File: config.mk
export PLATFORM = sky130hd
export DESIGN_NAME = crf_rx_store
export DESIGN_NICKNAME = d
export VERILOG_FILES = /design/src/rtl/crf_pkg.sv /design/src/rtl/crf_rx_store.sv
export VERILOG_INCLUDE_DIRS = /design/src /design/src/rtl
export SDC_FILE = /design/constraint.sdc
export NUM_CORES = 1
export LEC_CHECK = 0
export ABC_CLOCK_PERIOD_IN_PS = 7500
export BUFFER_PORTS_ARGS = -buffer_cell sky130_fd_sc_hd__buf_2
export CORE_MARGIN = 2
export CORE_UTILIZATION = 40
export CTS_CLUSTER_SIZE = 16
export DETAILED_ROUTE_END_ITERATION = 16
export REMOVE_ABC_BUFFERS = 1
export SLEW_MARGIN = 5
export SYNTH_ARGS = -nofsm -noshare
export SYNTH_HDL_FRONTEND = slang
export SYNTH_SLANG_ARGS = --single-unit
File: constraint.sdc
create_clock -name mclk -period 7.5 [get_ports mclk]
set_input_delay 0.375 -clock mclk [delete_from_list [all_inputs] [get_ports mclk]]
set_output_delay 0.375 -clock mclk [all_outputs]
set_load 0.005 [all_outputs]
File: src/rtl/crf_map.svh
`ifndef CRF_MAP_SVH
`define CRF_MAP_SVH
// Register byte offsets
`define CRF_A_XMASK 8'h00
`define CRF_A_F0CFG 8'h04
`define CRF_A_F1CFG 8'h08
`define CRF_A_F0STAT 8'h0C
`define CRF_A_F1STAT 8'h10
`define CRF_A_F0ACK 8'h14
`define CRF_A_F1ACK 8'h18
`define CRF_A_BUFCFG 8'h1C
`define CRF_A_ESZ 8'h20
`define CRF_A_IRQ 8'h24
`define CRF_A_NDLO 8'h28
`define CRF_A_NDHI 8'h2C
// Reset values, write masks and depth limit
`define CRF_XMASK_RST 29'h1FFFFFFF
`define CRF_CFG_WMASK 32'hFFFFFF7F
`define CRF_ESZ_WMASK 12'h777
`define CRF_DEPTH_MAX 7'h40
// FIFO config fields: size, watermark, mode, start word address
`define CRF_CFG_SIZE 6:0
`define CRF_CFG_WM 14:8
`define CRF_CFG_OM 15
`define CRF_CFG_SA 31:16
// Element-size code fields per store target
`define CRF_ESZ_F0 2:0
`define CRF_ESZ_F1 6:4
`define CRF_ESZ_BUF 10:8
// Words per element for codes 0..7, code 0 in the low bits
`define CRF_ESZ_TBL {5'h12, 5'h0E, 5'h0A, 5'h08, 5'h07, 5'h06, 5'h05, 5'h04}
// Filter element action codes and debug message codes
`define CRF_FEC_FIFO0 3'h1
`define CRF_FEC_FIFO1 3'h2
`define CRF_FEC_BUF 3'h7
`define CRF_DBG_A 2'h1
`define CRF_DBG_B 2'h2
`define CRF_DBG_C 2'h3
// Flag bit positions
`define CRF_IRQ_WM0 0
`define CRF_IRQ_FULL0 1
`define CRF_IRQ_LOST0 2
`define CRF_IRQ_WM1 3
`define CRF_IRQ_FULL1 4
`define CRF_IRQ_LOST1 5
`define CRF_IRQ_DRX 6
`endif

File: src/rtl/crf_pkg.sv
package crf_pkg;
`include "crf_map.svh"
    // One accepted message as handed over by the filter stage
    typedef struct packed {
        logic err;                 // Protocol error seen during reception
        logic [2:0] ext_filter_config_code;
        logic [10:0] ext_filter_second_id;
    } crf_req_s;
    // Store command towards the message memory writer
    typedef struct packed {
        logic valid;
        logic [1:0] kind;          // 0 fifo0, 1 fifo1, 2 buffer, 3 debug
        logic [15:0] addr;         // Word address of the element
    } crf_store_s;
    // Per-FIFO index state
    typedef struct packed {
        logic [5:0] fifo_get_index;
        logic [5:0] fifo_put_index;
        logic fifo_full_status;
        logic fifo_message_lost;
    } crf_fifo_s;
    // Debug capture progress
    typedef enum logic [1:0] {DBG_IDLE, DBG_GOT_A, DBG_GOT_AB, DBG_REQ} crf_dbg_e;
endpackage : crf_pkg

File: src/rtl/crf_rx_store.sv
`timescale 1ns/1ns
module crf_rx_store
    import crf_pkg::*;
(
    input wire logic mclk,
    input wire logic rst_n,
    input wire logic psel,
    input wire logic penable,
    input wire logic pwrite,
    input wire logic [7:0] paddr,
    input wire logic [31:0] pwdata,
    output logic [31:0] prdata,
    output logic pready,
    output logic pslverr,
    input wire logic id_valid,
    input wire logic [28:0] rx_id,
    output logic [28:0] masked_id,
    input wire logic rx_valid,
    input wire crf_req_s rx_req,
    output crf_store_s store,
    output logic filter_skip,
    output logic dma_req,
    input wire logic dma_ack
);
    // Software-visible configuration
    logic [28:0] extended_id_and_mask, next_extended_id_and_mask;
    logic [31:0] cfg [2];             // rx_fifo0_config, rx_fifo1_config
    logic [31:0] next_cfg [2];
    logic [15:0] rx_buffer_start_address, next_rx_buffer_start_address;
    logic [11:0] esz, next_esz;       // Element size codes
    // Hardware state
    crf_fifo_s fs [2];
    crf_fifo_s next_fs [2];
    logic [6:0] irq, next_irq;        // Sticky event flags, write one to clear
    logic [63:0] ndat, next_ndat;     // New-data flags of dedicated buffers
    crf_dbg_e dbg, next_dbg;
    // Registered outputs
    logic [28:0] next_masked_id;
    crf_store_s next_store;
    logic next_filter_skip, next_dma_req;
    logic [31:0] next_prdata;
    logic next_pready, next_pslverr;
    // Derived per-FIFO values
    logic [6:0] dep [2];
    logic [6:0] fill [2];
    logic [4:0] fwords [2];
    logic [4:0] bwords;
    logic wr, mapped;

    // Words per element for a size code
    function automatic logic [4:0] words_of(input logic [2:0] code);
        logic [39:0] tbl;
        tbl = `CRF_ESZ_TBL;
        return tbl[5*code +: 5];
    endfunction : words_of

    // Wrapping increment within the configured depth
    function automatic logic [5:0] inc_of(input logic [5:0] x, input logic [6:0] d);
        return ({1'b0, x} + 7'h01 >= d) ? 6'h00 : x + 6'h01;
    endfunction : inc_of

    // Fill level; a full FIFO reports its depth
    function automatic logic [6:0] fill_of(input crf_fifo_s f, input logic [6:0] d);
        logic [6:0] p, g;
        p = {1'b0, f.fifo_put_index};
        g = {1'b0, f.fifo_get_index};
        if (f.fifo_full_status) begin
            return d;
        end
        return (p >= g) ? p - g : p + d - g;
    endfunction : fill_of

    // Depth, fill and element size of both FIFOs
    for (genvar i = 0; i < 2; i++) begin : g_fifo
        // Sizes above the maximum are clamped so indices never overrun
        assign dep[i] = (cfg[i][`CRF_CFG_SIZE] > `CRF_DEPTH_MAX) ? `CRF_DEPTH_MAX
                        : cfg[i][`CRF_CFG_SIZE];
        assign fill[i] = fill_of(fs[i], dep[i]);
        assign fwords[i] = words_of(i == 0 ? esz[`CRF_ESZ_F0] : esz[`CRF_ESZ_F1]);
    end
    assign bwords = words_of(esz[`CRF_ESZ_BUF]);
    assign wr = psel & penable & pready & pwrite;

    // Next state of registers, FIFOs, buffers and debug capture
    always_comb begin : p_next
        logic [5:0] bi, ack;
        logic [6:0] nf;
        logic hit, k;
        bi = rx_req.ext_filter_second_id[5:0];
        ack = pwdata[5:0];
        nf = 7'h00;
        hit = 1'b0;
        k = 1'b0;
        next_extended_id_and_mask = extended_id_and_mask;
        next_cfg = cfg;
        next_rx_buffer_start_address = rx_buffer_start_address;
        next_esz = esz;
        next_fs = fs;
        next_irq = irq;
        next_ndat = ndat;
        next_dbg = dbg;
        next_masked_id = masked_id;
        next_store = '0;
        next_filter_skip = 1'b0;
        // Mask before the extended filter list sees the identifier
        if (id_valid) begin
            next_masked_id = rx_id & extended_id_and_mask;
        end
        // Software writes go first so that a same-cycle hardware set wins
        if (wr) begin
            case (paddr)
                `CRF_A_XMASK: next_extended_id_and_mask = pwdata[28:0];
                `CRF_A_F0CFG: next_cfg[0] = pwdata & `CRF_CFG_WMASK;
                `CRF_A_F1CFG: next_cfg[1] = pwdata & `CRF_CFG_WMASK;
                `CRF_A_F0ACK, `CRF_A_F1ACK: begin
                    k = (paddr == `CRF_A_F1ACK);
                    // Out-of-range acknowledge is ignored
                    if ({1'b0, ack} < dep[k]) begin
                        next_fs[k].fifo_get_index = ack;
                        next_fs[k].fifo_message_lost = 1'b0;
                        if (fs[k].fifo_put_index != ack) begin
                            next_fs[k].fifo_full_status = 1'b0;
                        end
                    end
                end
                `CRF_A_BUFCFG: next_rx_buffer_start_address = pwdata[15:0];
                `CRF_A_ESZ: next_esz = pwdata[11:0] & `CRF_ESZ_WMASK;
                `CRF_A_IRQ: next_irq = irq & ~pwdata[6:0];
                `CRF_A_NDLO: next_ndat[31:0] = ndat[31:0] & ~pwdata;
                `CRF_A_NDHI: next_ndat[63:32] = ndat[63:32] & ~pwdata;
                default: ;
            endcase
        end
        // DMA acknowledge ends the frozen window and re-arms capture
        if (dbg == DBG_REQ && dma_ack) begin
            next_dbg = DBG_IDLE;
        end
        if (rx_valid) begin
            if (rx_req.ext_filter_config_code == `CRF_FEC_BUF
                    && rx_req.ext_filter_second_id[10:9] == 2'h0) begin
                if (ndat[bi]) begin
                    // Locked buffer: the filter stage moves on to the next element
                    next_filter_skip = 1'b1;
                end else begin
                    next_store.valid = 1'b1;
                    next_store.kind = 2'h2;
                    next_store.addr = 16'(rx_buffer_start_address
                                      + 16'(bi) * 16'(bwords));
                    // Errored frame overwrites but is not flagged as new
                    if (!rx_req.err) begin
                        next_ndat[bi] = 1'b1;
                        next_irq[`CRF_IRQ_DRX] = 1'b1;
                    end
                end
            end else if (rx_req.ext_filter_config_code == `CRF_FEC_BUF) begin
                // Debug message; rejected while DMA owns the memory words
                if (dbg != DBG_REQ) begin
                    next_store.valid = 1'b1;
                    next_store.kind = 2'h3;
                    next_store.addr = 16'(rx_buffer_start_address
                                      + 16'(bi) * 16'(bwords));
                    // No new-data or buffer-stored flag for debug traffic
                    if (!rx_req.err) begin
                        case (rx_req.ext_filter_second_id[10:9])
                            `CRF_DBG_A: next_dbg = DBG_GOT_A;
                            `CRF_DBG_B: next_dbg = (dbg == DBG_GOT_A) ? DBG_GOT_AB
                                                   : DBG_IDLE;
                            `CRF_DBG_C: next_dbg = (dbg == DBG_GOT_AB) ? DBG_REQ
                                                   : DBG_IDLE;
                            default: next_dbg = dbg;
                        endcase
                    end
                end
            end else if (rx_req.ext_filter_config_code == `CRF_FEC_FIFO0
                    || rx_req.ext_filter_config_code == `CRF_FEC_FIFO1) begin
                k = (rx_req.ext_filter_config_code == `CRF_FEC_FIFO1);
                if (dep[k] != 7'h00) begin
                    if (fs[k].fifo_full_status && !cfg[k][`CRF_CFG_OM]) begin
                        // Blocking and full: drop the message
                        next_fs[k].fifo_message_lost = 1'b1;
                        next_irq[3 * k + 2] = 1'b1;
                    end else begin
                        hit = 1'b1;
                        next_store.valid = 1'b1;
                        next_store.kind = {1'b0, k};
                        next_store.addr = 16'(cfg[k][`CRF_CFG_SA] + 16'(fs[k].fifo_put_index)
                                          * 16'(fwords[k]));
                    end
                end
                // An errored frame may overwrite the element but never commits it
                if (hit && !rx_req.err) begin
                    if (fs[k].fifo_full_status) begin
                        // Overwrite mode: the oldest element is sacrificed
                        next_fs[k].fifo_get_index = inc_of(fs[k].fifo_get_index,
                                                           dep[k]);
                    end
                    next_fs[k].fifo_put_index = inc_of(fs[k].fifo_put_index, dep[k]);
                    if (next_fs[k].fifo_put_index == next_fs[k].fifo_get_index) begin
                        next_fs[k].fifo_full_status = 1'b1;
                        next_irq[3 * k + 1] = 1'b1;
                    end
                    nf = fill_of(next_fs[k], dep[k]);
                    if (cfg[k][`CRF_CFG_WM] != 7'h00 && nf == cfg[k][`CRF_CFG_WM]) begin
                        next_irq[3 * k] = 1'b1;
                    end
                end
            end
        end
        next_dma_req = (next_dbg == DBG_REQ);
    end

    // Status word of one FIFO; debug progress rides in FIFO 1's word
    function automatic logic [31:0] stat_of(input crf_fifo_s f, input logic [6:0] fl,
                                            input logic [1:0] d);
        return {d, 4'h0, f.fifo_message_lost, f.fifo_full_status, 1'b0, fl,
                2'h0, f.fifo_put_index, 2'h0, f.fifo_get_index};
    endfunction : stat_of

    // APB read data and answer; one wait state keeps prdata a flop
    always_comb begin : p_apb
        next_prdata = prdata;
        next_pready = psel & penable & ~pready;
        next_pslverr = 1'b0;
        mapped = 1'b1;
        if (psel & penable & ~pready) begin
            case (paddr)
                `CRF_A_XMASK: next_prdata = {3'h0, extended_id_and_mask};
                `CRF_A_F0CFG: next_prdata = cfg[0];
                `CRF_A_F1CFG: next_prdata = cfg[1];
                `CRF_A_F0STAT: next_prdata = stat_of(fs[0], fill[0], 2'h0);
                `CRF_A_F1STAT: next_prdata = stat_of(fs[1], fill[1], dbg);
                `CRF_A_F0ACK: next_prdata = {26'h0, fs[0].fifo_get_index};
                `CRF_A_F1ACK: next_prdata = {26'h0, fs[1].fifo_get_index};
                `CRF_A_BUFCFG: next_prdata = {16'h0, rx_buffer_start_address};
                `CRF_A_ESZ: next_prdata = {20'h0, esz};
                `CRF_A_IRQ: next_prdata = {25'h0, irq};
                `CRF_A_NDLO: next_prdata = ndat[31:0];
                `CRF_A_NDHI: next_prdata = ndat[63:32];
                default: begin
                    next_prdata = 32'h00000000;
                    mapped = 1'b0;
                end
            endcase
            next_pslverr = ~mapped;
        end
    end

    // All state registers; reset gives blocking mode and empty FIFOs
    always_ff @(posedge mclk) begin : p_regs
        if (!rst_n) begin
            extended_id_and_mask <= `CRF_XMASK_RST;
            cfg[0] <= 32'h00000000;
            cfg[1] <= 32'h00000000;
            rx_buffer_start_address <= 16'h0000;
            esz <= 12'h000;
            fs[0] <= '0;
            fs[1] <= '0;
            irq <= 7'h00;
            ndat <= 64'h0000000000000000;
            dbg <= DBG_IDLE;
            masked_id <= 29'h00000000;
            store <= '0;
            filter_skip <= 1'b0;
            dma_req <= 1'b0;
            prdata <= 32'h00000000;
            pready <= 1'b0;
            pslverr <= 1'b0;
        end else begin
            extended_id_and_mask <= next_extended_id_and_mask;
            cfg <= next_cfg;
            rx_buffer_start_address <= next_rx_buffer_start_address;
            esz <= next_esz;
            fs <= next_fs;
            irq <= next_irq;
            ndat <= next_ndat;
            dbg <= next_dbg;
            masked_id <= next_masked_id;
            store <= next_store;
            filter_skip <= next_filter_skip;
            dma_req <= next_dma_req;
            prdata <= next_prdata;
            pready <= next_pready;
            pslverr <= next_pslverr;
        end
    end

    logic f0_req, ack0_wr;
    assign ack0_wr = wr && paddr == `CRF_A_F0ACK;
    assign f0_req = rx_valid && rx_req.ext_filter_config_code == `CRF_FEC_FIFO0
                    && !ack0_wr && dep[0] != 7'h00;
endmodule : crf_rx_store
==> metrics.log, run 1 <==
INFO  metric outcome = complete, no violations
INFO  metric std_cell_rows = 81
INFO  metric p_per_area = between 150 and 200 nW/um2
INFO  metric grt_setup_unrepaired = no
INFO  metric total_power = 3.76 mW
INFO  metric yosysUniqueCellTypes = 68
INFO  metric layout.cell_area.non_filler = roughly 23000 um2
INFO  metric timing.max_slew.rel_slack = under 10%
INFO  metric wl = 79100 um
INFO  metric final_hold_viol_count = 0
INFO  metric mostFrequentLayoutCell = sky130_fd_sc_hd__nand2_1
INFO  metric setup_violations = 0
INFO  metric worstPathMaxFanout = 9
INFO  metric drt_drc_violations_left = 0
INFO  metric highest_layer = met5
INFO  metric grt_first_pass_wirelength = 117000 um
INFO  metric core_region_area = slightly below 50000 um2
INFO  metric share_comb_of_total_power = 6.5%
INFO  metric critPathKind = flip-flop to flip-flop
INFO  metric fraction_of_layout_cells_with_a_size_suffix_above_1 = between 10% and 20%
INFO  metric routed_wire_length_per_instance = about 24 um
INFO  metric cpMostUsedCell = sky130_fd_sc_hd__a21o_1
INFO  metric rr_endpoint = irq[3]
INFO  metric detailed_place_hpwl = 56400 um
INFO  metric post_dp_cell_area = about 22000 um2
INFO  metric num-nets-final = 2865
INFO  metric cp_top_family = compound AO/OA/AOI/OAI gates
INFO  metric critPathCaptureType = flip-flop
INFO  metric number_of_synthesized_flops_with_an_enable_pin = 0
INFO  metric grt_start_max_net_pins = 115
INFO  metric power_frac_seq = 43.4%
INFO  metric die-area = 51700 um2
INFO  metric worstReg2RegStart = cfg[6]
INFO  metric buffer_ports.inserted = 172
INFO  metric crit_start = cfg[6]
INFO  metric netlist_top_cells_area = sky130_fd_sc_hd__dfxtp_1 30%, sky130_fd_sc_hd__nand2_1 8.8%, sky130_fd_sc_hd__ha_1 6.3%
INFO  metric netSwitchingPower = 0.939 mW
INFO  metric drtIter0Drc = 2004
INFO  metric arr_time_crit_path = 6.97 ns
INFO  metric p_leak = 8.96 nW
INFO  metric totalNegativeSetupSlack = 0 ns
INFO  metric max-vdd-ir-drop = 0.157 mV
INFO  metric fin_skew = 0.0269 ns
INFO  metric clock_root_buffer_master = sky130_fd_sc_hd__clkbuf_16
INFO  metric cts_buffers = 37
INFO  metric place_congestion = about 0.96
INFO  metric r2r.worst_path.cells = 26
INFO  metric timing.reg2reg.setup_slack = 1.00 ns
INFO  metric area_growth_synth_to_finish = 14.2%
INFO  metric critical_path.startpoint_type = flip-flop
INFO  metric io_pins = approximately 180
INFO  metric routedLengthMet1 = roughly 32000 um
INFO  metric worst-path-stages = 26
INFO  metric globalRouteTotalUtil = 30.3%
INFO  metric synth_cells = 2497
INFO  metric transition_time_at_the_pin_with_the_least_slew_margin = 1.36 ns
INFO  metric synth_area = 20000 um2
INFO  metric htree_levels = 2
INFO  metric postRouteAntennaNets = 0
INFO  metric worst_skew_pair.late_latency = 0.57 ns
INFO  metric initial_antenna_violation_count = 4
INFO  metric layout.cells.most_common_list = 465 x sky130_fd_sc_hd__nand2_1, 301 x sky130_fd_sc_hd__dfxtp_1, 171 x sky130_fd_sc_hd__buf_2, 151 x sky130_fd_sc_hd__a21oi_1, 129 x sky130_fd_sc_hd__a21boi_0
INFO  metric seq_cells_post_synth = 301
INFO  metric clockBufferDepth = 3
INFO  metric cpPeakStageDelay = roughly 0.58 ns
INFO  metric finalMaxSlewViolations = 0
INFO  metric path_clk_slew = ~0.060 ns
INFO  metric share_clk_of_total_power = 50.1%
INFO  metric timing.final.crit_period = approximately 6.5 ns
INFO  metric route.detailed.vias_per_inst = between 5 and 6
INFO  metric fmaxAchievable = 0.154 GHz
INFO  metric endpoint = irq[3]
INFO  metric power_switching_share = 25.0%
INFO  metric post_cts_resized = 0
INFO  metric power.internal = 2.82 mW
INFO  metric clock-sinks = 301
INFO  metric fp.dieW = 227 um
INFO  metric vias = 19400
INFO  metric cpMaxStageDelayCell = sky130_fd_sc_hd__a21oi_1
INFO  metric ys_dominant_reg_cell = sky130_fd_sc_hd__dfxtp_1
INFO  metric cts_tree = yes
INFO  metric die_h = 227 um
INFO  metric total_of_max_cap_violations = 0
INFO  metric initial_core_util = between 40% and 50%
INFO  metric fin_hold_ws = ~0.075 ns
INFO  metric via_count_of_the_first_global_routing_pass = 18600
INFO  metric setup_fix_buffers_added_after_clock_tree_synthesis = 0
INFO  metric ys_seq_area_share = 30.2%
INFO  metric fin_crit_sh = 86.6%
INFO  metric yosys.area.top_type = sky130_fd_sc_hd__dfxtp_1
INFO  metric synth.yosys.warnings = 0
INFO  metric synth-async-reset-ratio = 0%
INFO  metric detailedRoute.firstPassIterationCount = 6
INFO  metric met2_wire_length = roughly 35000 um
INFO  metric globalRoute.totalOverflow = 0
INFO  metric required = 7.97 ns
INFO  metric worst_hold_path_type = primary input to flip-flop
INFO  metric netlist.area_leader.share = 30.2%
INFO  metric synth.avg_cell_area = between 8 and 9 um2
INFO  metric cts-hold-fix-buffers = 0
INFO  metric met3_wirelength = 8000 um
INFO  metric path_buf_inv = 1
[kinds of logic (layout without fill, tap and decap cells)]
kind of cell | Yosys count | after routing | synth area share (%)
simple gates | 995 | 995 | 23.4
buf+inv | 271 | 408 | 5.11
mux | 98 | 98 | 5.49
fa+ha+maj | 164 | 164 | 12.6
other cells | 0 | 3 | 0
xor+xnor | 68 | 68 | 2.98
compound gates | 600 | 600 | 20.2
flops | 301 | 301 | 30.2
[worst register-to-register path, cell delays in order (launching register included)]
cell	delay (ns)
sky130_fd_sc_hd__dfxtp_1	0.57
sky130_fd_sc_hd__nand2b_1	0.46
sky130_fd_sc_hd__mux2i_1	0.20
sky130_fd_sc_hd__ha_1	0.30
sky130_fd_sc_hd__nand2b_1	0.14
sky130_fd_sc_hd__a21o_1	0.17
sky130_fd_sc_hd__a21o_1	0.17
sky130_fd_sc_hd__a21o_1	0.16
sky130_fd_sc_hd__a21o_1	0.16
sky130_fd_sc_hd__a21o_1	0.16
sky130_fd_sc_hd__a21oi_1	0.58
sky130_fd_sc_hd__nand2_1	0.19
sky130_fd_sc_hd__mux2i_1	0.23
sky130_fd_sc_hd__mux2_2	0.21
sky130_fd_sc_hd__fa_1	0.41
sky130_fd_sc_hd__inv_1	0.10
sky130_fd_sc_hd__ha_1	0.24
sky130_fd_sc_hd__a21o_1	0.18
sky130_fd_sc_hd__a21oi_1	0.25
sky130_fd_sc_hd__o211ai_1	0.14
sky130_fd_sc_hd__xnor2_1	0.14
sky130_fd_sc_hd__a211o_1	0.32
sky130_fd_sc_hd__mux2i_1	0.17
sky130_fd_sc_hd__xor2_1	0.16
sky130_fd_sc_hd__and4_1	0.19
sky130_fd_sc_hd__nand4_1	0.19
sky130_fd_sc_hd__o21ai_1	0.19
[worst min-delay path by stage]
stage | start | endpoint | slack [ns] | cells after the start
finish | rx_id[16] | masked_id[16] | 0.08 | 3
global placement | irq[3] | irq[3] | 0.46 | 2
global route | rx_id[26] | masked_id[26] | 0.09 | 3
CTS | rx_id[16] | masked_id[16] | 0.07 | 3
floorplan | irq[3] | irq[3] | 0.44 | 2
detailed placement | masked_id[25] | masked_id[25] | 0.47 | 2
[state kept, by name (all words and copies together) (netlist names), 2 cells and up]
| register | cells |
|---|---|
| cfg | 62 |
| dbg | 2 |
| esz | 9 |
| extended_id_and_mask | 29 |
| fs | 28 |
| irq | 7 |
| masked_id | 29 |
| ndat | 64 |
| prdata | 32 |
| rx_buffer_start_address | 16 |
| store | 19 |
[cells in the mapped netlist, types with 4 or more instances]
| master | n |
|---|---|
| sky130_fd_sc_hd__buf_1 | 11 |
| sky130_fd_sc_hd__and2_1 | 50 |
| sky130_fd_sc_hd__fa_1 | 63 |
| sky130_fd_sc_hd__xnor2_1 | 41 |
| sky130_fd_sc_hd__nor3_1 | 79 |
| sky130_fd_sc_hd__and3_1 | 8 |
| sky130_fd_sc_hd__xor2_1 | 27 |
| sky130_fd_sc_hd__a222oi_1 | 14 |
| sky130_fd_sc_hd__nor3b_1 | 6 |
| sky130_fd_sc_hd__or3_1 | 6 |
| sky130_fd_sc_hd__a31oi_1 | 20 |
| sky130_fd_sc_hd__nand3b_1 | 7 |
| sky130_fd_sc_hd__nor4_1 | 6 |
| sky130_fd_sc_hd__nand2b_1 | 48 |
| sky130_fd_sc_hd__nand4_1 | 8 |
| sky130_fd_sc_hd__o22ai_1 | 13 |
| sky130_fd_sc_hd__dfxtp_1 | 301 |
| sky130_fd_sc_hd__o32ai_1 | 5 |
| sky130_fd_sc_hd__mux2i_1 | 78 |
| sky130_fd_sc_hd__o21bai_1 | 4 |
| sky130_fd_sc_hd__nor4b_1 | 4 |
| sky130_fd_sc_hd__o21ai_0 | 87 |
| sky130_fd_sc_hd__mux2_2 | 12 |
| sky130_fd_sc_hd__nand3_1 | 96 |
| sky130_fd_sc_hd__ha_1 | 101 |
| sky130_fd_sc_hd__or2_2 | 4 |
| sky130_fd_sc_hd__o211ai_1 | 8 |
| sky130_fd_sc_hd__o21a_1 | 9 |
| sky130_fd_sc_hd__a22oi_1 | 34 |
| sky130_fd_sc_hd__a21o_1 | 25 |
| sky130_fd_sc_hd__a211oi_1 | 9 |
| sky130_fd_sc_hd__or4_1 | 5 |
| sky130_fd_sc_hd__a221oi_1 | 34 |
| sky130_fd_sc_hd__o221ai_1 | 4 |
| sky130_fd_sc_hd__nor2b_1 | 98 |
| sky130_fd_sc_hd__mux4_2 | 8 |
| sky130_fd_sc_hd__a21boi_0 | 129 |
| sky130_fd_sc_hd__a21oi_1 | 151 |
| sky130_fd_sc_hd__a221o_1 | 6 |
| sky130_fd_sc_hd__inv_1 | 124 |
| sky130_fd_sc_hd__clkbuf_1 | 133 |
| sky130_fd_sc_hd__nand2_1 | 468 |
| sky130_fd_sc_hd__nor2_1 | 91 |
| sky130_fd_sc_hd__a22o_1 | 19 |
| sky130_fd_sc_hd__o31ai_1 | 7 |
[metrics by stage]
| stage | utilization [%] | instances | setup slack, ns |
|---|---|---|---|
| detailed placement | 43.9 | 3234 | 0.586 |
| global placement | 43.9 | 3234 | 0.696 |
| global route | 46.4 | 3298 | 0.609 |
| floorplan | - | 2350 | -1.21 |
| CTS | 46.4 | 3298 | 1.14 |
| finish | 46.4 | 3301 | 1.00 |
[layout make-up]
| cell class | count | area, um2 |
|---|---|---|
| fill | 4912 | 26300 |
| multi-input combinational | 1925 | 13000 |
| sequential | 301 | 6030 |
| timing repair buffer | 220 | 1240 |
| clock buffer | 51 | 1040 |
| tap | 664 | 831 |
| inverter | 124 | 465 |
| clock inverter | 13 | 215 |
| antenna | 3 | 7.51 |
[metal layers]
| metal | vias to the layer above | GRT usage, % |
|---|---|---|
| li1 | 8923 | - |
| met1 | 9333 | 39.7 |
| met2 | 922 | 47.4 |
| met3 | 210 | 7.50 |
| met4 | 2 | 12.9 |
| met5 | - | 0 |
[power by group through the flow]
stage / logic, mW / registers (mW) / clock network, mW
2_1_floorplan: 0.0910 / 1.66 / 0
3_3_place_gp: 0.236 / 1.66 / 0
3_5_place_dp: 0.238 / 1.66 / 0
4_1_cts: 0.239 / 1.63 / 1.90
5_1_grt: 0.261 / 1.63 / 1.97
6_report: 0.244 / 1.63 / 1.88
Power figures use the tool's default switching activity.
==> run 2, diff against run 1 <==
REMOVE_ABC_BUFFERS = default   (was 1)
==> run 2 against run 1 <==
Total power fell by 1.5%; via count rose by 0.85%; critical endpoint is now irq[0]; utilization fell by 0.23 points; cell count fell by 0.21%; first-iteration DRC count rose by 9.4%; die area did not move; largest power group unchanged; critical path type unchanged; clock power fell by 3%; worst hold slack got worse by 0.0066 ns; highest routed layer unchanged.
==> metrics.log, run 2 (synthesis gave the netlist of run 1 again) <==
INFO  metric initial_antenna_violation_count = 4
INFO  metric synth_nets = 2753
INFO  metric clock_root_buffer_master = sky130_fd_sc_hd__clkbuf_16
INFO  metric fraction_of_layout_cells_with_a_size_suffix_above_1 = 11.9%
INFO  metric power.internal = 2.74 mW
INFO  metric share_clk_of_total_power = 49.1%
INFO  metric share_comb_of_total_power = 6.9%
INFO  metric netSwitchingPower = about 0.97 mW
INFO  metric final_hold_viol_count = 0
INFO  metric reg_top3 = ndat x64, cfg x62, prdata x32
INFO  metric top_usage_layer = met2
INFO  metric holdCritStartpoint = rx_id[15]
INFO  metric die_h = 227 um
INFO  metric transition_time_at_the_pin_with_the_least_slew_margin = 1.38 ns
INFO  metric whs_path_depth = 3
INFO  metric p_leak = 8.90 nW
INFO  metric cts-hold-fix-buffers = 0
INFO  metric route.detailed.vias_per_inst = 5.94
INFO  metric drtIter0Drc = 2192
INFO  metric setup_fix_buffers_added_after_clock_tree_synthesis = 0
INFO  metric groute.layer.met1.usage = 41.8%
INFO  metric totalNegativeSetupSlack = 0 ns
INFO  metric globalRouteTotalUtil = 31.5%
INFO  metric cts_buffers = 36
INFO  metric fin_crit_sh = 85.6%
INFO  metric layout.cells.most_common_list = 467 x sky130_fd_sc_hd__nand2_1, 301 x sky130_fd_sc_hd__dfxtp_1, 171 x sky130_fd_sc_hd__buf_2, 151 x sky130_fd_sc_hd__a21oi_1, 129 x sky130_fd_sc_hd__a21boi_0
INFO  metric max-vdd-ir-drop = between 0.1 and 0.15 mV
INFO  metric largest_register_ffs = 64
INFO  metric crit_start = cfg[6]
INFO  metric grt_use_met3 = 6.60%
INFO  metric postRouteAntennaNets = 0
INFO  metric routed_wire_length_per_instance = 25.0 um
INFO  metric worst-path-stages = 25
INFO  metric detailed_place_hpwl = approximately 61000 um
INFO  metric worstPathMaxFanout = 9
INFO  metric htree_levels = 2
INFO  metric worst_hold_path_type = primary input to flip-flop
INFO  metric finalMaxSlewViolations = 0
INFO  metric final_util = a little under half
INFO  metric num-nets-final = 2856
INFO  metric registers.top_by_ff_count = ndat
INFO  metric critPathCaptureType = flip-flop
INFO  metric met2_capacity_usage_during_global_routing = roughly 49%
INFO  metric clock-sinks = approximately 300
INFO  metric cpMaxStageDelayCell = sky130_fd_sc_hd__mux2i_1
INFO  metric cpPeakStageDelay = 0.70 ns
INFO  metric timing.max_slew.rel_slack = under 10%
INFO  metric setup_violations = 0
INFO  metric worstReg2RegStart = cfg[6]
INFO  metric cp_top_family = compound AO/OA/AOI/OAI gates
INFO  metric std_cell_rows = 81
INFO  metric total_of_max_cap_violations = 0
INFO  metric place_congestion = 0.967
INFO  metric arr_time_crit_path = 6.92 ns
INFO  metric vias = between 15000 and 20000
INFO  metric grt_start_max_net_pins = 137
INFO  metric total_power = 3.70 mW
INFO  metric fillers = approximately 4900
INFO  metric die-area = 51700 um2
INFO  metric fmaxAchievable = 0.156 GHz
INFO  metric critPathKind = flip-flop to flip-flop
INFO  metric p_per_area = 163 nW/um2
INFO  metric globalRoute.totalOverflow = 0
INFO  metric via_count_of_the_first_global_routing_pass = around 19000
INFO  metric rr_endpoint = irq[0]
INFO  metric required = 8.00 ns
INFO  metric wl = 82300 um
INFO  metric grt_first_pass_wirelength = 121000 um
INFO  metric cts_tree = yes
INFO  metric buffer_ports.inserted = ~170
INFO  metric ff_latch_area = 6030 um2
INFO  metric outcome = complete, no violations
INFO  metric cpMostUsedCell = sky130_fd_sc_hd__a21o_1
INFO  metric fin_hold_ws = 0.0685 ns
INFO  metric area_growth_synth_to_finish = 13.7%
INFO  metric multi_input_area = 13000 um2
INFO  metric worst_skew_pair.late_latency = 0.58 ns
INFO  metric detailedRoute.firstPassIterationCount = 6
INFO  metric path_buf_inv = 1
INFO  metric path_clk_slew = 0.06 ns
INFO  metric post_cts_resized = 0
INFO  metric drt_drc_violations_left = 0
INFO  metric mostFrequentLayoutCell = sky130_fd_sc_hd__nand2_1
INFO  metric timing.reg2reg.setup_slack = around 1.1 ns
INFO  metric power_frac_seq = 44.0%
INFO  metric timing.final.crit_period = 6.42 ns
INFO  metric critical_path.startpoint_type = flip-flop
INFO  metric fin_skew = slightly above 0.04 ns
INFO  metric endpoint = irq[0]
INFO  metric power_switching_share = 26.1%
INFO  metric initial_core_util = between 40% and 50%
INFO  metric r2r.worst_path.cells = 25
INFO  metric timing.final.ws_setup = between 1 and 1.5 ns
INFO  metric fp.dieW = 227 um
INFO  metric grt_setup_unrepaired = no
INFO  metric clockBufferDepth = 3
INFO  metric io_pins = 176
INFO  metric post-place-ws = between 0.6 and 0.7 ns
INFO  metric core_region_area = 49200 um2
run 2: how the worst min path moves through the flow:
stage                               end  slack (ns)
after CTS                 masked_id[15]        0.06
final                     masked_id[15]        0.07
after global placement     masked_id[1]        0.46
after floorplan                  irq[3]        0.44
after detailed placement   masked_id[2]        0.47
after global routing      masked_id[15]        0.07
run 2: power groups by stage:
stage	sequential (mW)	combinational [mW]	clock [mW]
finish	1.63	0.255	1.82
global route	1.63	0.270	1.90
CTS	1.63	0.251	1.84
detailed placement	1.66	0.250	0
global placement	1.66	0.248	0
floorplan	1.66	0.123	0
run 2: final cells by class:
cell class,instances,share of cell area [%]
Tap cell,664,3.66
Antenna cell,2,0.0220
Multi-Input combinational cell,1925,57.2
Inverter,124,2.05
Sequential cell,301,26.5
Timing Repair Buffer,212,5.20
Clock buffer,48,4.25
Clock inverter,18,1.07
run 2: per-stage QoR:
stage          instance area [um2]  cells
3_5_place_dp                 21500   3226
3_3_place_gp                 21500   3226
5_1_grt                      22700   3292
4_1_cts                      22700   3292
2_1_floorplan                20000   2497
6_report                     22700   3294
run 2: per-layer routing:
layer,vias to the layer above,wire [um]
met5,-,57
met4,8,3900
met3,227,8470
met2,1093,36200
met1,9338,33700
li1,8888,-
run 2: worst register-to-register path, cell delays in order, from the launching register on:
cell and delay, ns:
sky130_fd_sc_hd__dfxtp_1 0.41, sky130_fd_sc_hd__nand2b_1 0.34, sky130_fd_sc_hd__mux2i_1 0.70, sky130_fd_sc_hd__ha_1 0.37, sky130_fd_sc_hd__nand2b_1 0.14, sky130_fd_sc_hd__a21o_1 0.18
sky130_fd_sc_hd__a21o_1 0.17, sky130_fd_sc_hd__a21o_1 0.17, sky130_fd_sc_hd__a21o_1 0.18, sky130_fd_sc_hd__a21o_1 0.17, sky130_fd_sc_hd__a21oi_1 0.32, sky130_fd_sc_hd__buf_4 0.21
sky130_fd_sc_hd__nand2_1 0.10, sky130_fd_sc_hd__a211oi_1 0.26, sky130_fd_sc_hd__a21oi_1 0.12, sky130_fd_sc_hd__fa_1 0.48, sky130_fd_sc_hd__ha_1 0.35, sky130_fd_sc_hd__a21oi_1 0.25
sky130_fd_sc_hd__o211ai_1 0.14, sky130_fd_sc_hd__xnor2_1 0.14, sky130_fd_sc_hd__a211o_1 0.30, sky130_fd_sc_hd__mux2i_1 0.17, sky130_fd_sc_hd__xor2_1 0.14, sky130_fd_sc_hd__and4_1 0.19
sky130_fd_sc_hd__nand4_1 0.17, sky130_fd_sc_hd__o21ai_1 0.18
==> run 3, diff against run 2 <==
CORE_UTILIZATION = 46   (was 40)
==> run 3 against run 2 <==
Combinational power is 2% lower; clock skew is 0.019 ns lower; clock power hardly changed; global-route usage is 4.1 points higher; sequential share of layout area hardly changed; sequential power hardly changed; die area is 13% lower; final area is 0.15% lower; cell count is 2.4% lower.
==> metrics.log, run 3 (synthesis gave the netlist of run 1 again) <==
INFO  metric die-area = roughly 45000 um2
INFO  metric grt_start_max_net_pins = 137
INFO  metric setup_fix_buffers_added_after_clock_tree_synthesis = 0
INFO  metric timing.final.crit_period = 6.47 ns
INFO  metric transition_time_at_the_pin_with_the_least_slew_margin = 1.16 ns
INFO  metric clock_root_buffer_master = sky130_fd_sc_hd__clkbuf_16
INFO  metric route.detailed.vias_per_inst = around 6
INFO  metric cts_tree = yes
INFO  metric detailedRoute.firstPassIterationCount = 7
INFO  metric initial_core_util = a little under half
INFO  metric setup_violations = 0
INFO  metric grt_first_pass_wirelength = 119000 um
INFO  metric area_growth_synth_to_finish = 13.5%
INFO  metric buffer_ports.inserted = roughly 170
INFO  metric final_hold_viol_count = 0
INFO  metric drtIter0Drc = 2148
INFO  metric grt_setup_unrepaired = no
INFO  metric holdCritStartpoint = rx_id[7]
INFO  metric outcome = complete, no violations
INFO  metric num-nets-final = 2860
INFO  metric clockBufferDepth = 3
INFO  metric clock-sinks = 301
INFO  metric critPathKind = flip-flop to flip-flop
INFO  metric registers.top_by_ff_count = ndat
INFO  metric post_cts_resized = 0
INFO  metric fin_hold_ws = 0.0797 ns
INFO  metric postRouteAntennaNets = 0
INFO  metric mostFrequentLayoutCell = sky130_fd_sc_hd__nand2_1
INFO  metric io_pins = 176
INFO  metric fp.dieW = 212 um
INFO  metric core_region_area = 43000 um2
INFO  metric path_clk_slew = 0.06 ns
INFO  metric worstReg2RegStart = fs[17]
INFO  metric worst_skew_pair.late_latency = ~0.58 ns
INFO  metric critical_path.startpoint_type = flip-flop
INFO  metric critPathCaptureType = flip-flop
INFO  metric reg_top3 = ndat x64, cfg x62, prdata x32
INFO  metric std_cell_rows = 76
INFO  metric cpPeakStageDelay = 0.62 ns
INFO  metric synth_nets = 2753
INFO  metric drt_drc_violations_left = 0
INFO  metric via_count_of_the_first_global_routing_pass = 18500
INFO  metric cpMaxStageDelayCell = sky130_fd_sc_hd__o21ai_1
INFO  metric layout.cells.most_common_list = 467 x sky130_fd_sc_hd__nand2_1, 301 x sky130_fd_sc_hd__dfxtp_1, 171 x sky130_fd_sc_hd__buf_2, 151 x sky130_fd_sc_hd__a21oi_1, 129 x sky130_fd_sc_hd__a21boi_0
INFO  metric total_of_max_cap_violations = 0
INFO  metric wl = 80500 um
INFO  metric fin_skew = 0.0209 ns
INFO  metric cpMostUsedCell = sky130_fd_sc_hd__a21o_1
INFO  metric cts_buffers = 36
INFO  metric place_congestion = 1.02
INFO  metric crit_start = fs[17]
INFO  metric globalRoute.totalOverflow = 0
INFO  metric htree_levels = 2
INFO  metric fraction_of_layout_cells_with_a_size_suffix_above_1 = 12.3%
INFO  metric cts-hold-fix-buffers = 0
INFO  metric p_per_area = 164 nW/um2
INFO  metric cp_top_family = compound AO/OA/AOI/OAI gates
INFO  metric p_leak = 8.95 nW
INFO  metric initial_antenna_violation_count = 3
INFO  metric totalNegativeSetupSlack = 0 ns
INFO  metric fmaxAchievable = roughly 0.15 GHz
INFO  metric timing.max_slew.rel_slack = 21.9%
INFO  metric path_buf_inv = 3
INFO  metric finalMaxSlewViolations = 0
INFO  metric max-vdd-ir-drop = 0.181 mV
INFO  metric globalRouteTotalUtil = 35.5%
INFO  metric critical_path.cell_chain = inv_1, o21ai_1, ha_1, ha_1, a21o_1, a21o_1, a21o_1, a21o_1, a21o_1, a21oi_1, and2_1, inv_1, fa_1, inv_1, fa_1, a21oi_1, o21ai_0, o21a_1, o311a_1, o31ai_1, nand2_1, and4_1, nand4_1, o21ai_1
INFO  metric worst_hold_path_type = primary input to flip-flop
INFO  metric routed_wire_length_per_instance = 25.0 um
INFO  metric fin_crit_sh = 86.3%
INFO  metric worstPathMaxFanout = 7
INFO  metric largest_register_ffs = 64
INFO  metric arr_time_crit_path = 6.92 ns
INFO  metric vias = 19400
INFO  metric detailed_place_hpwl = just under 60000 um
INFO  metric required = 7.95 ns
INFO  metric die_h = 212 um
==> run 3: cell type report <==
type                            count  area (um2)
Fill cell                        4195       20300
Multi-Input combinational cell   1925       13000
Sequential cell                   301        6030
Timing Repair Buffer              216        1210
Clock buffer                       54        1130
Tap cell                          585         732
Inverter                          124         465
Clock inverter                     10         118
Antenna cell                        1        2.50
==> run 3: worst register-to-register path: cells and delay by family, from the launching register on <==
kind            cells  cell delay (ns)
fa+ha+maj           4             1.67
compound gates     13             3.06
flops               1             0.56
buf+inv             3             0.40
simple gates        4             0.64
==> run 3: power breakdown <==
group / total [mW] / leakage (nW) / switching (mW) / internal [mW]
combinational: 0.249 / 5.89 / 0.163 / 0.0864
sequential: 1.63 / 2.43 / 0.0115 / 1.62
clock: 1.84 / 0.616 / 0.756 / 1.08
==> run 3: layer usage <==
metal	wire length, um	share of wire, %	GRT usage (%)
met5	29	0.036	0
met4	4670	5.8	18.4
met3	7950	9.9	7.39
met2	34600	43	54.4
met1	33300	41	47.3
==> run 3: path summary, 6_finish.rpt <==
path | end | slack (ns) | cells after the start
min reg2reg | prdata[22] | 0.47 | 2
max reg2reg | irq[3] | 1.03 | 24
min | masked_id[7] | 0.08 | 3
max | irq[3] | 1.03 | 24
==> run 3: metrics by stage <==
step,total power [mW],worst slack [ns],cell area (um2),std cells,utilization [%]
6_report,3.72,1.03,22700,3216,52.7
5_1_grt,3.81,0.660,22700,3215,52.7
4_1_cts,3.73,1.15,22700,3215,52.7
3_5_place_dp,1.91,0.720,21400,3151,49.8
3_3_place_gp,1.90,0.810,21400,3151,49.8
2_1_floorplan,1.79,0.856,20000,2497,-
